<file path="config.mk">
export PLATFORM = sky130hd
export DESIGN_NAME = txfsc_top
export DESIGN_NICKNAME = d
export VERILOG_FILES = /design/src/rtl/txfsc_pkg.sv /design/src/rtl/txfsc_fifo.sv /design/src/rtl/txfsc_top.sv
export VERILOG_INCLUDE_DIRS = /design/src /design/src/rtl
export SDC_FILE = /design/constraint.sdc
export NUM_CORES = 1
export LEC_CHECK = 0
export ABC_AREA = 1
export ABC_CLOCK_PERIOD_IN_PS = 3600
export BUFFER_PORTS_ARGS = -buffer_cell sky130_fd_sc_hd__clkbuf_2
export CORE_ASPECT_RATIO = 1.2
export CORE_MARGIN = 4
export CORE_UTILIZATION = 35
export CTS_CLUSTER_SIZE = 16
export DETAILED_ROUTE_END_ITERATION = 12
export SLEW_MARGIN = 10
export SYNTH_ARGS = -nofsm -noshare
export SYNTH_HDL_FRONTEND = slang
export SYNTH_SLANG_ARGS = --single-unit
</file>
<file path="constraint.sdc">
create_clock -name clk -period 3.6 [get_ports clk]
set_input_delay 0.9 -clock clk [delete_from_list [all_inputs] [get_ports clk]]
set_output_delay 0.9 -clock clk [all_outputs]
set_load 0.005 [all_outputs]
</file>
<file path="src/rtl/txfsc_cfg.svh">
`ifndef TXFSC_CFG_SVH
`define TXFSC_CFG_SVH
`define TXFSC_DATA_W 32
`define TXFSC_FIFO_DEPTH 32
`define TXFSC_PTR_W 5
`define TXFSC_CNT_W 6
`define TXFSC_CFG1_SUPPRESS_BIT 4
`define TXFSC_CFG3_THR_HI 7
`define TXFSC_CFG3_THR_LO 4
`define TXFSC_THR_RESET 4'h0
`define TXFSC_DEFER_W 8
`endif

</file>
<file path="src/rtl/txfsc_pkg.sv">
`include "txfsc_cfg.svh"
package txfsc_pkg;
    typedef struct packed {
        logic [`TXFSC_DATA_W-1:0] data;
        logic last;
    } txfsc_word_t;
    typedef enum logic [1:0] {
        TXFSC_IDLE = 2'b00,
        TXFSC_WAIT = 2'b01,
        TXFSC_SEND = 2'b10
    } txfsc_tx_state_t;
    typedef enum logic [1:0] {
        TXFSC_DEF_OFF = 2'b00,
        TXFSC_DEF_ONE = 2'b01,
        TXFSC_DEF_TWO = 2'b10
    } txfsc_defer_state_t;
endpackage

</file>
<file path="src/rtl/txfsc_fifo.sv">
`timescale 1ns/1ps
`include "txfsc_cfg.svh"
module txfsc_fifo #(
    parameter int WIDTH = 33,
    parameter int DEPTH = 32,
    parameter int AW = 5
) (
    input wire logic clk, // Clock.
    input wire logic reset_n, // Asynchronous reset, active low.
    input wire logic [WIDTH-1:0] in_data, // Write data.
    input wire logic in_valid, // Write request.
    output logic in_ready, // Space available.
    output logic [WIDTH-1:0] out_data, // Head word.
    output logic out_valid, // Head word valid.
    input wire logic out_ready, // Head word taken.
    output logic [AW:0] count // Words held.
);
    logic [WIDTH-1:0] mem [DEPTH];
    logic [AW-1:0] wr_ptr, rd_ptr, next_wr_ptr, next_rd_ptr;
    logic [AW:0] next_count;
    logic do_wr, do_rd;
    logic next_in_ready;

    always_comb begin
        do_wr = in_valid && in_ready;
        do_rd = out_valid && out_ready;
        next_wr_ptr = do_wr ? wr_ptr + 1'b1 : wr_ptr;
        next_rd_ptr = do_rd ? rd_ptr + 1'b1 : rd_ptr;
        next_count = count;
        if (do_wr && !do_rd) begin
            next_count = count + 1'b1;
        end else if (do_rd && !do_wr) begin
            next_count = count - 1'b1;
        end
        // Space is registered so that the ready seen by the host leaves the block straight from a flop.
        next_in_ready = (next_count != DEPTH[AW:0]);
    end

    always_ff @(posedge clk or negedge reset_n) begin
        if (!reset_n) begin
            wr_ptr <= '0;
            rd_ptr <= '0;
            count <= '0;
            in_ready <= 1'b1;
        end else begin
            wr_ptr <= next_wr_ptr;
            rd_ptr <= next_rd_ptr;
            count <= next_count;
            in_ready <= next_in_ready;
        end
    end

    always_ff @(posedge clk) begin
        if (do_wr) begin
            mem[wr_ptr] <= in_data;
        end
    end

    assign out_valid = (count != '0);
    assign out_data = mem[rd_ptr];
endmodule

</file>
<file path="src/rtl/txfsc_top.sv">
`timescale 1ns/1ps
`include "txfsc_cfg.svh"
module txfsc_top (
    input wire logic clk, // Transmit clock, 40 MHz.
    input wire logic reset_n, // Asynchronous chip reset, active low.
    input wire logic [`TXFSC_DATA_W-1:0] wr_data, // Double word from the host.
    input wire logic wr_last, // Marks the last double word of a packet.
    input wire logic wr_valid, // Host offers a double word.
    output logic wr_ready, // FIFO accepts the double word.
    input wire logic crc_suppress_request, // Per-packet CRC suppress pin.
    input wire logic [7:0] cfg1_in, // Configuration register 1 value.
    input wire logic [7:0] cfg3_in, // Configuration register 3 value.
    input wire logic cfg_load, // Loads both configuration values.
    input wire logic [`TXFSC_DEFER_W-1:0] defer_value, // Programmed first-phase defer length.
    input wire logic defer_start, // Starts a defer interval.
    output logic defer_phase_one, // First two-thirds phase active.
    output logic defer_phase_two, // Final one-third phase active.
    output logic defer_done, // Defer interval ended, one-cycle pulse.
    output logic [`TXFSC_DATA_W-1:0] line_data, // Double word to the line side.
    output logic line_last, // Last double word of the packet.
    output logic line_append_crc, // Append FCS to the current packet.
    output logic line_valid, // Line data valid.
    input wire logic line_ready, // Line side takes the double word.
    output logic tx_active // Transmission of a packet in progress.
);
    localparam int WW = `TXFSC_DATA_W + 1;

    logic cfg_suppress, next_cfg_suppress;
    logic [3:0] cfg_threshold, next_cfg_threshold;
    logic pkt_suppress, next_pkt_suppress;
    logic [31:0] crc_flags, next_crc_flags;
    logic [4:0] pkt_wr_idx, next_pkt_wr_idx, pkt_rd_idx, next_pkt_rd_idx;
    txfsc_pkg::txfsc_tx_state_t state, next_state;
    txfsc_pkg::txfsc_defer_state_t dstate, next_dstate;
    logic [`TXFSC_DEFER_W-1:0] dcnt, next_dcnt;
    logic [`TXFSC_DEFER_W-1:0] dlen, next_dlen;
    logic next_defer_done;
    logic [`TXFSC_DATA_W-1:0] next_line_data;
    logic next_line_last, next_line_append_crc, next_line_valid, next_tx_active;
    txfsc_pkg::txfsc_word_t fin, fout;
    logic f_out_valid, f_out_ready, f_in_ready, f_in_valid;
    logic [`TXFSC_PTR_W:0] f_count;
    logic [`TXFSC_PTR_W:0] threshold_dw;
    logic wr_take;

    assign fin.data = wr_data;
    assign fin.last = wr_last;
    assign f_in_valid = wr_valid;
    assign wr_take = wr_valid && f_in_ready;

    txfsc_fifo #(.WIDTH(WW), .DEPTH(`TXFSC_FIFO_DEPTH), .AW(`TXFSC_PTR_W)) u_fifo (
        .clk(clk),
        .reset_n(reset_n),
        .in_data(fin),
        .in_valid(f_in_valid),
        .in_ready(f_in_ready),
        .out_data(fout),
        .out_valid(f_out_valid),
        .out_ready(f_out_ready),
        .count(f_count)
    );

    // Field zero gives one double word, otherwise twice the field.
    always_comb begin
        if (cfg_threshold == 4'h0) begin
            threshold_dw = 6'h01;
        end else begin
            threshold_dw = {1'b0, cfg_threshold, 1'b0};
        end
    end

    // Configuration and per-packet CRC decision.
    always_comb begin
        next_cfg_suppress = cfg_suppress;
        next_cfg_threshold = cfg_threshold;
        if (cfg_load) begin
            next_cfg_suppress = cfg1_in[`TXFSC_CFG1_SUPPRESS_BIT];
            next_cfg_threshold = cfg3_in[`TXFSC_CFG3_THR_HI:`TXFSC_CFG3_THR_LO];
        end
        next_pkt_suppress = pkt_suppress;
        next_crc_flags = crc_flags;
        next_pkt_wr_idx = pkt_wr_idx;
        // Either source seen high at any word of the packet suppresses the CRC.
        if (wr_take) begin
            if (wr_last) begin
                next_crc_flags[pkt_wr_idx] = !(pkt_suppress || crc_suppress_request || cfg_suppress);
                next_pkt_wr_idx = pkt_wr_idx + 5'h01;
                next_pkt_suppress = 1'b0;
            end else begin
                next_pkt_suppress = pkt_suppress || crc_suppress_request || cfg_suppress;
            end
        end else if (wr_valid) begin
            next_pkt_suppress = pkt_suppress || crc_suppress_request || cfg_suppress;
        end
    end

    always_ff @(posedge clk or negedge reset_n) begin
        if (!reset_n) begin
            cfg_suppress <= 1'b0;
            cfg_threshold <= `TXFSC_THR_RESET;
            pkt_suppress <= 1'b0;
            crc_flags <= 32'h00000000;
            pkt_wr_idx <= 5'h00;
        end else begin
            cfg_suppress <= next_cfg_suppress;
            cfg_threshold <= next_cfg_threshold;
            pkt_suppress <= next_pkt_suppress;
            crc_flags <= next_crc_flags;
            pkt_wr_idx <= next_pkt_wr_idx;
        end
    end

    // Transmit start and line output. A packet shorter than the threshold
    // still starts once its last word is present, or it would stall forever.
    assign f_out_ready = (state == txfsc_pkg::TXFSC_SEND) && (!line_valid || line_ready);

    always_comb begin
        next_state = state;
        next_pkt_rd_idx = pkt_rd_idx;
        next_line_data = line_data;
        next_line_last = line_last;
        next_line_append_crc = line_append_crc;
        next_line_valid = line_valid && !line_ready;
        case (state)
            txfsc_pkg::TXFSC_IDLE: begin
                if (f_out_valid) begin
                    next_state = txfsc_pkg::TXFSC_WAIT;
                end
            end
            txfsc_pkg::TXFSC_WAIT: begin
                if (f_count >= threshold_dw || pkt_wr_idx != pkt_rd_idx) begin
                    next_state = txfsc_pkg::TXFSC_SEND;
                end
            end
            txfsc_pkg::TXFSC_SEND: begin
                if (f_out_valid && f_out_ready) begin
                    next_line_data = fout.data;
                    next_line_last = fout.last;
                    // Transmission may start before the packet is fully written, so the suppress
                    // decision is only final for the last word; the flag rides on that word alone.
                    next_line_append_crc = fout.last && crc_flags[pkt_rd_idx];
                    next_line_valid = 1'b1;
                    if (fout.last) begin
                        next_pkt_rd_idx = pkt_rd_idx + 5'h01;
                        next_state = txfsc_pkg::TXFSC_IDLE;
                    end
                end
            end
            default: next_state = txfsc_pkg::TXFSC_IDLE;
        endcase
        next_tx_active = (next_state == txfsc_pkg::TXFSC_SEND) || next_line_valid;
    end

    always_ff @(posedge clk or negedge reset_n) begin
        if (!reset_n) begin
            state <= txfsc_pkg::TXFSC_IDLE;
            pkt_rd_idx <= 5'h00;
            line_data <= '0;
            line_last <= 1'b0;
            line_append_crc <= 1'b0;
            line_valid <= 1'b0;
            tx_active <= 1'b0;
        end else begin
            state <= next_state;
            pkt_rd_idx <= next_pkt_rd_idx;
            line_data <= next_line_data;
            line_last <= next_line_last;
            line_append_crc <= next_line_append_crc;
            line_valid <= next_line_valid;
            tx_active <= next_tx_active;
        end
    end

    assign wr_ready = f_in_ready;

    // Defer: phase one lasts defer_value cycles, phase two half of that, each at least one cycle.
    // The value is latched at the start, so a change mid-interval cannot reshape phase two.
    always_comb begin
        next_dstate = dstate;
        next_dcnt = dcnt;
        next_dlen = dlen;
        next_defer_done = 1'b0;
        case (dstate)
            txfsc_pkg::TXFSC_DEF_OFF: begin
                if (defer_start) begin
                    next_dstate = txfsc_pkg::TXFSC_DEF_ONE;
                    next_dcnt = (defer_value == '0) ? 8'h01 : defer_value;
                    next_dlen = defer_value;
                end
            end
            txfsc_pkg::TXFSC_DEF_ONE: begin
                if (dcnt <= 8'h01) begin
                    next_dstate = txfsc_pkg::TXFSC_DEF_TWO;
                    next_dcnt = (dlen[7:1] == 7'h00) ? 8'h01 : {1'b0, dlen[7:1]};
                end else begin
                    next_dcnt = dcnt - 8'h01;
                end
            end
            txfsc_pkg::TXFSC_DEF_TWO: begin
                if (dcnt <= 8'h01) begin
                    next_dstate = txfsc_pkg::TXFSC_DEF_OFF;
                    next_dcnt = 8'h00;
                    next_defer_done = 1'b1;
                end else begin
                    next_dcnt = dcnt - 8'h01;
                end
            end
            default: next_dstate = txfsc_pkg::TXFSC_DEF_OFF;
        endcase
    end

    always_ff @(posedge clk or negedge reset_n) begin
        if (!reset_n) begin
            dstate <= txfsc_pkg::TXFSC_DEF_OFF;
            dcnt <= 8'h00;
            dlen <= 8'h00;
            defer_done <= 1'b0;
            defer_phase_one <= 1'b0;
            defer_phase_two <= 1'b0;
        end else begin
            dstate <= next_dstate;
            dcnt <= next_dcnt;
            dlen <= next_dlen;
            defer_done <= next_defer_done;
            defer_phase_one <= (next_dstate == txfsc_pkg::TXFSC_DEF_ONE);
            defer_phase_two <= (next_dstate == txfsc_pkg::TXFSC_DEF_TWO);
        end
    end
endmodule

</file>
; ---- Word-level counts from Yosys, hierarchy flattened
; Memories as Yosys holds them, arrays and structs flattened.
; Cells that the tools add are included.
[op_classes]
n_addsub = 7
mul = 0
div_mod_pow = 0
n_lt_le_gt_ge = 5
n_eq_ne = 10
n_shift = 0
mux = 32
bitwise_logic = 0
n_reduce_logical = 31
[ops]
columns = operator, count
row1 = $bwmux W32, 1
row2 = $mux W8, 4
row3 = $pmux W8 S3, 1
row4 = $add A5 B1 Y5 const B, 4
row5 = $mux W2, 7
row6 = $lt A5 B6 Y1 const B, 2
row7 = $mux W6, 2
row8 = $pmux W2 S3, 2
row9 = $mux W1, 11
row10 = $eq A2 B2 Y1 const B, 4
row11 = $le A8 B1 Y1 const B, 1
row12 = $logic_and A1 B1 Y1, 8
row13 = $logic_not A8 Y1, 1
row14 = $reduce_and A2 Y1, 4
row15 = $sub A8 B1 Y8 const B, 1
row16 = $logic_not A7 Y1, 1
row17 = $mux W7, 1
row18 = $add A6 B1 Y6 const B, 1
row19 = $eq A2 B1 Y1 const B, 3
row20 = $ge A6 B5 Y1, 1
row21 = $ne A6 B6 Y1 const B, 1
row22 = $reduce_bool A6 Y1, 1
row23 = $sub A6 B1 Y6 const B, 1
row24 = $bmux W1 S5, 1
row25 = other kinds (12), 21
[totals]
ff_bits = 124
latchBits = 0
mem_bits_rw = 1056
rom_bits = 0
in_bits = 64
output_inout_bits = 40
word_cells = 108
n_memories = 1
[mem_list]
columns = memory, words, width, read_ports, rd_ports_with_merged_regs, wr, line_no
row1 = u_fifo.mem, 32, 33, 1, 0, 1, txfsc_fifo.sv:18  ; logic [WIDTH-1:0] mem [DEPTH];

; ---- Logic depth before layout (Yosys ltp)
[depth]
word_depth = 8
mapped_depth = 14

; ---- Modules after synthesis
; A second synthesis with hierarchy kept.
[unflattened]
hier_cells = 4008
hier_area_um2 = 48206.2
[modules_own_cells]
columns = mod, instances, cells_each, area_each_um2
row1 = txfsc_fifo, 1, 3365, 42894.9
row2 = txfsc_top, 1, 643, 5311.3

; ---- Least setup slack after synthesis
; No wires, ideal clock.
[synth_timing]
path_kind = input-to-reg
from = input port wr_valid
to = memory u_fifo.mem[31][0], enable pin
setup_time_ns = 0.467
t_arrival_ns = 3.496
required_ns = 3.133
setup_slack_ns = -0.362
path_stages = 2
path_buffers = 0
cell_sequence = nand2_1 nor3_1
[synth_between]
elab_chain_len = 3
[synth_rtl]
columns = item, line_no
row1 = from (decl), txfsc_top.sv:8  ; input wire logic wr_valid,
row2 = $logic_and A1 B1 Y1, txfsc_fifo.sv:25  ; do_wr = in_valid && in_ready;
row3 = $mux W1, txfsc_fifo.sv:54  ; if (do_wr) begin
row4 = $mux W1 (not written as such), txfsc_fifo.sv:55  ; mem[wr_ptr] <= in_data;
row5 = to (decl), txfsc_fifo.sv:18
; No other way between the ends.

; ---- Worst setup path after layout
[layout_timing]
from = register u_fifo.rd_ptr[1]
to = register line_data[0]
[layout_between]
elab_chain_len = 1
[layout_rtl]
columns = item, line_no
row1 = from (decl), txfsc_fifo.sv:19  ; logic [AW-1:0] wr_ptr, rd_ptr, next_wr_ptr, next_rd_ptr;
row2 = from (signal assigned), txfsc_fifo.sv:47  ; rd_ptr <= next_rd_ptr;
row3 = $mem_v2 Z32 W33, -
row4 = to (signal assigned), txfsc_top.sv:166  ; line_data <= next_line_data;
row5 = to (decl), txfsc_top.sv:19  ; output logic [`TXFSC_DATA_W-1:0] line_data,
; No other way between the ends.
; A chain may end at the register's enable or synchronous reset.

==> impl_metrics.json <==
{
  "overflow": 0,
  "nets": 4349,
  "rows": 149,
  "syn_area_sq_mm": 0.04865,
  "clk_path_buf_depth": 3,
  "synth_cells": 4179,
  "grt_max_degree": 132,
  "total_power_mw": 42.97,
  "path_class": "register to register",
  "wl_per_cell_microns": 21.32,
  "hold_viol": 0,
  "drc": 0,
  "place_hpwl_microns": 73060,
  "post_cts_resized": 0,
  "grt_pass1_vias": 30251,
  "synth-edff-count": 1056,
  "layout_setup_ws_ns": 0.8867,
  "cp_top_family": "flip-flops",
  "slew_headroom": 0.3384,
  "core_area_sq_mm": 0.1378,
  "preCtsSetupSlack_ns": 0.4381,
  "drt_wl_total_microns": 131600,
  "route.met3.wl_microns": 7989,
  "min_period_ns": 2.713,
  "cts_tree": "built",
  "synth-simple-area-share": 0.1442,
  "ys_ff_latch": 1179,
  "m1WireLength_microns": 54630,
  "synth_top_family_by_area": "simple AND/OR/NAND/NOR gates",
  "synth_top_area_cell": "edfxtp_1",
  "ant_nets": 0,
  "drive_gt1_frac": 0.09844,
  "die_area_sq_mm": 0.1450,
  "worstPathArrival_ns": 3.36,
  "synth-async-reset-ratio": 0.1043,
  "rsz0062_at_grt": "no",
  "syn2layout_area_growth_pct": 13.62,
  "syn_avg_cell_area_sq_um": 11.64,
  "ys_seq_area_frac": 0.7151,
  "finalNonFillerCells": 6174,
  "max_freq_ghz": 0.3686,
  "die_w_microns": 348.3,
  "vias": 31562,
  "power_leakage_nw": 19.53,
  "drt_iter0_drc": 2987,
  "grt_pass1_wl_microns": 195200,
  "fin_crit_sh": 0.7537,
  "cp_slowest_cell": "dfrtp_4",
  "hold_buffers": 0,
  "synth-compound-area-share": 0.09172,
  "worst_pin_slew_ns": 0.9912,
  "worstPathRequired_ns": 4.25,
  "portBuffers": 92,
  "drv_cap": 0,
  "hp-class": "input pin to asynchronous set/reset pin",
  "worstSetupEndpointType": "register",
  "grt_usage": 0.1767,
  "finalClockSkew_ns": 0.02621,
  "synthXorXnorAreaFrac": 0.003781,
  "slowest_delay_ns": 0.79,
  "ys_top_cells_by_count": "edfxtp_1 (1056), nor2_1 (871), nand2_1 (529), o21ai_0 (310), o21ai_1 (237)",
  "cts_buffers": 112,
  "finalMaxSlewViolations": 0,
  "antenna_found_initial": 8,
  "setup_violations": 0,
  "clk_pin_slew_worst_paths_ns": 0.07,
  "ys_top_cells_by_area": "edfxtp_1 (65%), nor2_1 (6.7%), dfrtp_1 (6.3%), nand2_1 (4.1%), o21ai_0 (3.2%)",
  "gp_congestion": 0.8155,
  "avgViaCountPerCell": 5.112,
  "drt_first_pass_iters": 6,
  "cts-root-buf": "clkbuf_16",
  "power-per-cell-area_mw_per_mm2": 777.3,
  "highest_layer": "met5",
  "start_util": 0.3531,
  "synth_fa_ha_area_frac": 0.006173,
  "status": "complete, no violations",
  "clock_latency_ns": 0.72,
  "synth_flop_cell": "edfxtp_1",
  "post_cts.repair.setup_buffers": 0,
  "synth_top_area_share": 0.6519,
  "synth.most_common_cell": "edfxtp_1",
  "crit_chain": "buf_4, o21ai_0, o211ai_1, nand3_1, nand2_1, nand3_1, nand2_1",
  "critPathBufInv": 1,
  "dp.cells": 5959,
  "ys_warn_count": 0,
  "htree_levels": 3,
  "worstPathMaxFanout": 73,
  "cts_sinks": 1179,
  "route.met2.wl_microns": 65100,
  "hold_slack_ns": 0.2312,
  "die_h_microns": 416.4,
  "ir_drop_mv": 0.5478,
  "synthDistinctLibCells": 40,
  "ios": 104,
  "syn_nets": 4267,
  "startpoint_type": "register",
  "synthMuxAreaShare": 0.0002315
}
## cell usage in the layout (no fill, tap or decap), types with 24 or more instances in the layout
cell	synthesis	layout
buf_4	11	94
nor2_4	1	30
nor2_1	871	842
clkbuf_16	0	114
dfrtp_1	122	118
a31oi_1	30	30
nand3_1	221	221
or2_1	51	51
a21oi_1	106	106
edfxtp_1	1056	1056
buf_12	3	24
ha_1	24	24
o211ai_1	129	129
o21ai_1	237	237
o21ai_0	310	310
inv_1	163	160
clkbuf_2	1	91
nand2_1	529	527
clkbuf_1	146	41
## worst paths after layout
| check | from | to | slack (ns) | cells after the start |
|---|---|---|---|---|
| hold reg to reg | line_data[27]$_DFFE_PN0P_ | line_data[27]$_DFFE_PN0P_ | 0.48 | 2 |
| min in group clk | cfg3_in[6] | cfg_threshold[2]$_DFFE_PN0P_ | 0.39 | 3 |
| hold / removal | reset_n | dcnt[5]$_DFFE_PN0P_ | 0.23 | 1 |
| max in group asynchronous | reset_n | u_fifo.in_ready$_DFF_PN1_ | 2.56 | 2 |
| setup / recovery | u_fifo.rd_ptr[1]$_DFFE_PN0P_ | line_data[0]$_DFFE_PN0P_ | 0.89 | 7 |
| setup reg to reg | u_fifo.rd_ptr[1]$_DFFE_PN0P_ | line_data[0]$_DFFE_PN0P_ | 0.89 | 7 |
## where the power goes
part           switching, mW  total, mW  internal (mW)
Combinational           9.80       14.0           4.20
Clock                   5.12       11.9           6.76
Sequential             0.845       17.1           16.2
## sequential cells by signal (all words and copies together) (netlist names), 2 cells and up
signal         cells
u_fifo.mem      1056
crc_flags         32
line_data         32
dcnt               8
dlen               7
u_fifo.count       6
pkt_rd_idx         5
pkt_wr_idx         5
u_fifo.rd_ptr      5
u_fifo.wr_ptr      5
cfg_threshold      4
dstate             2
state              2
## metal layers
layer	GRT usage	vias up
li1	-	14814
met1	0.2286	15604
met2	0.3022	926
met3	0.02937	212
met4	0.05928	6
met5	0	-
## cells by family after synthesis
group / count (synthesis)
adder cells (fa/ha/maj): 24
XOR/XNOR: 21
AO/OA/AOI/OAI: 817
AND/OR/NAND/NOR: 1727
buffers and inverters: 410
multiplexers: 1
flip-flops: 1179
## per-stage QoR
stage            util  setup TNS, ns  area (sq um)
6_report       0.4012              0         55270
5_1_grt        0.4011              0         55270
4_1_cts        0.4011              0         55260
3_5_place_dp   0.3744              0         51590
3_3_place_gp   0.3744              0         51590
2_1_floorplan       -         -21.34         48650
## cell type report
class | count | area [sq um]
diodes | 4 | 10.01
clock buffers | 164 | 3131
clock inverters | 47 | 545.5
fillers | 12814 | 82500
inverters | 168 | 645.6
multi-input cells | 2590 | 12220
flip-flops and latches | 1179 | 34800
well taps | 1812 | 2267
repair buffers | 210 | 1653
Note: power is estimated with default switching activity, not from simulation.
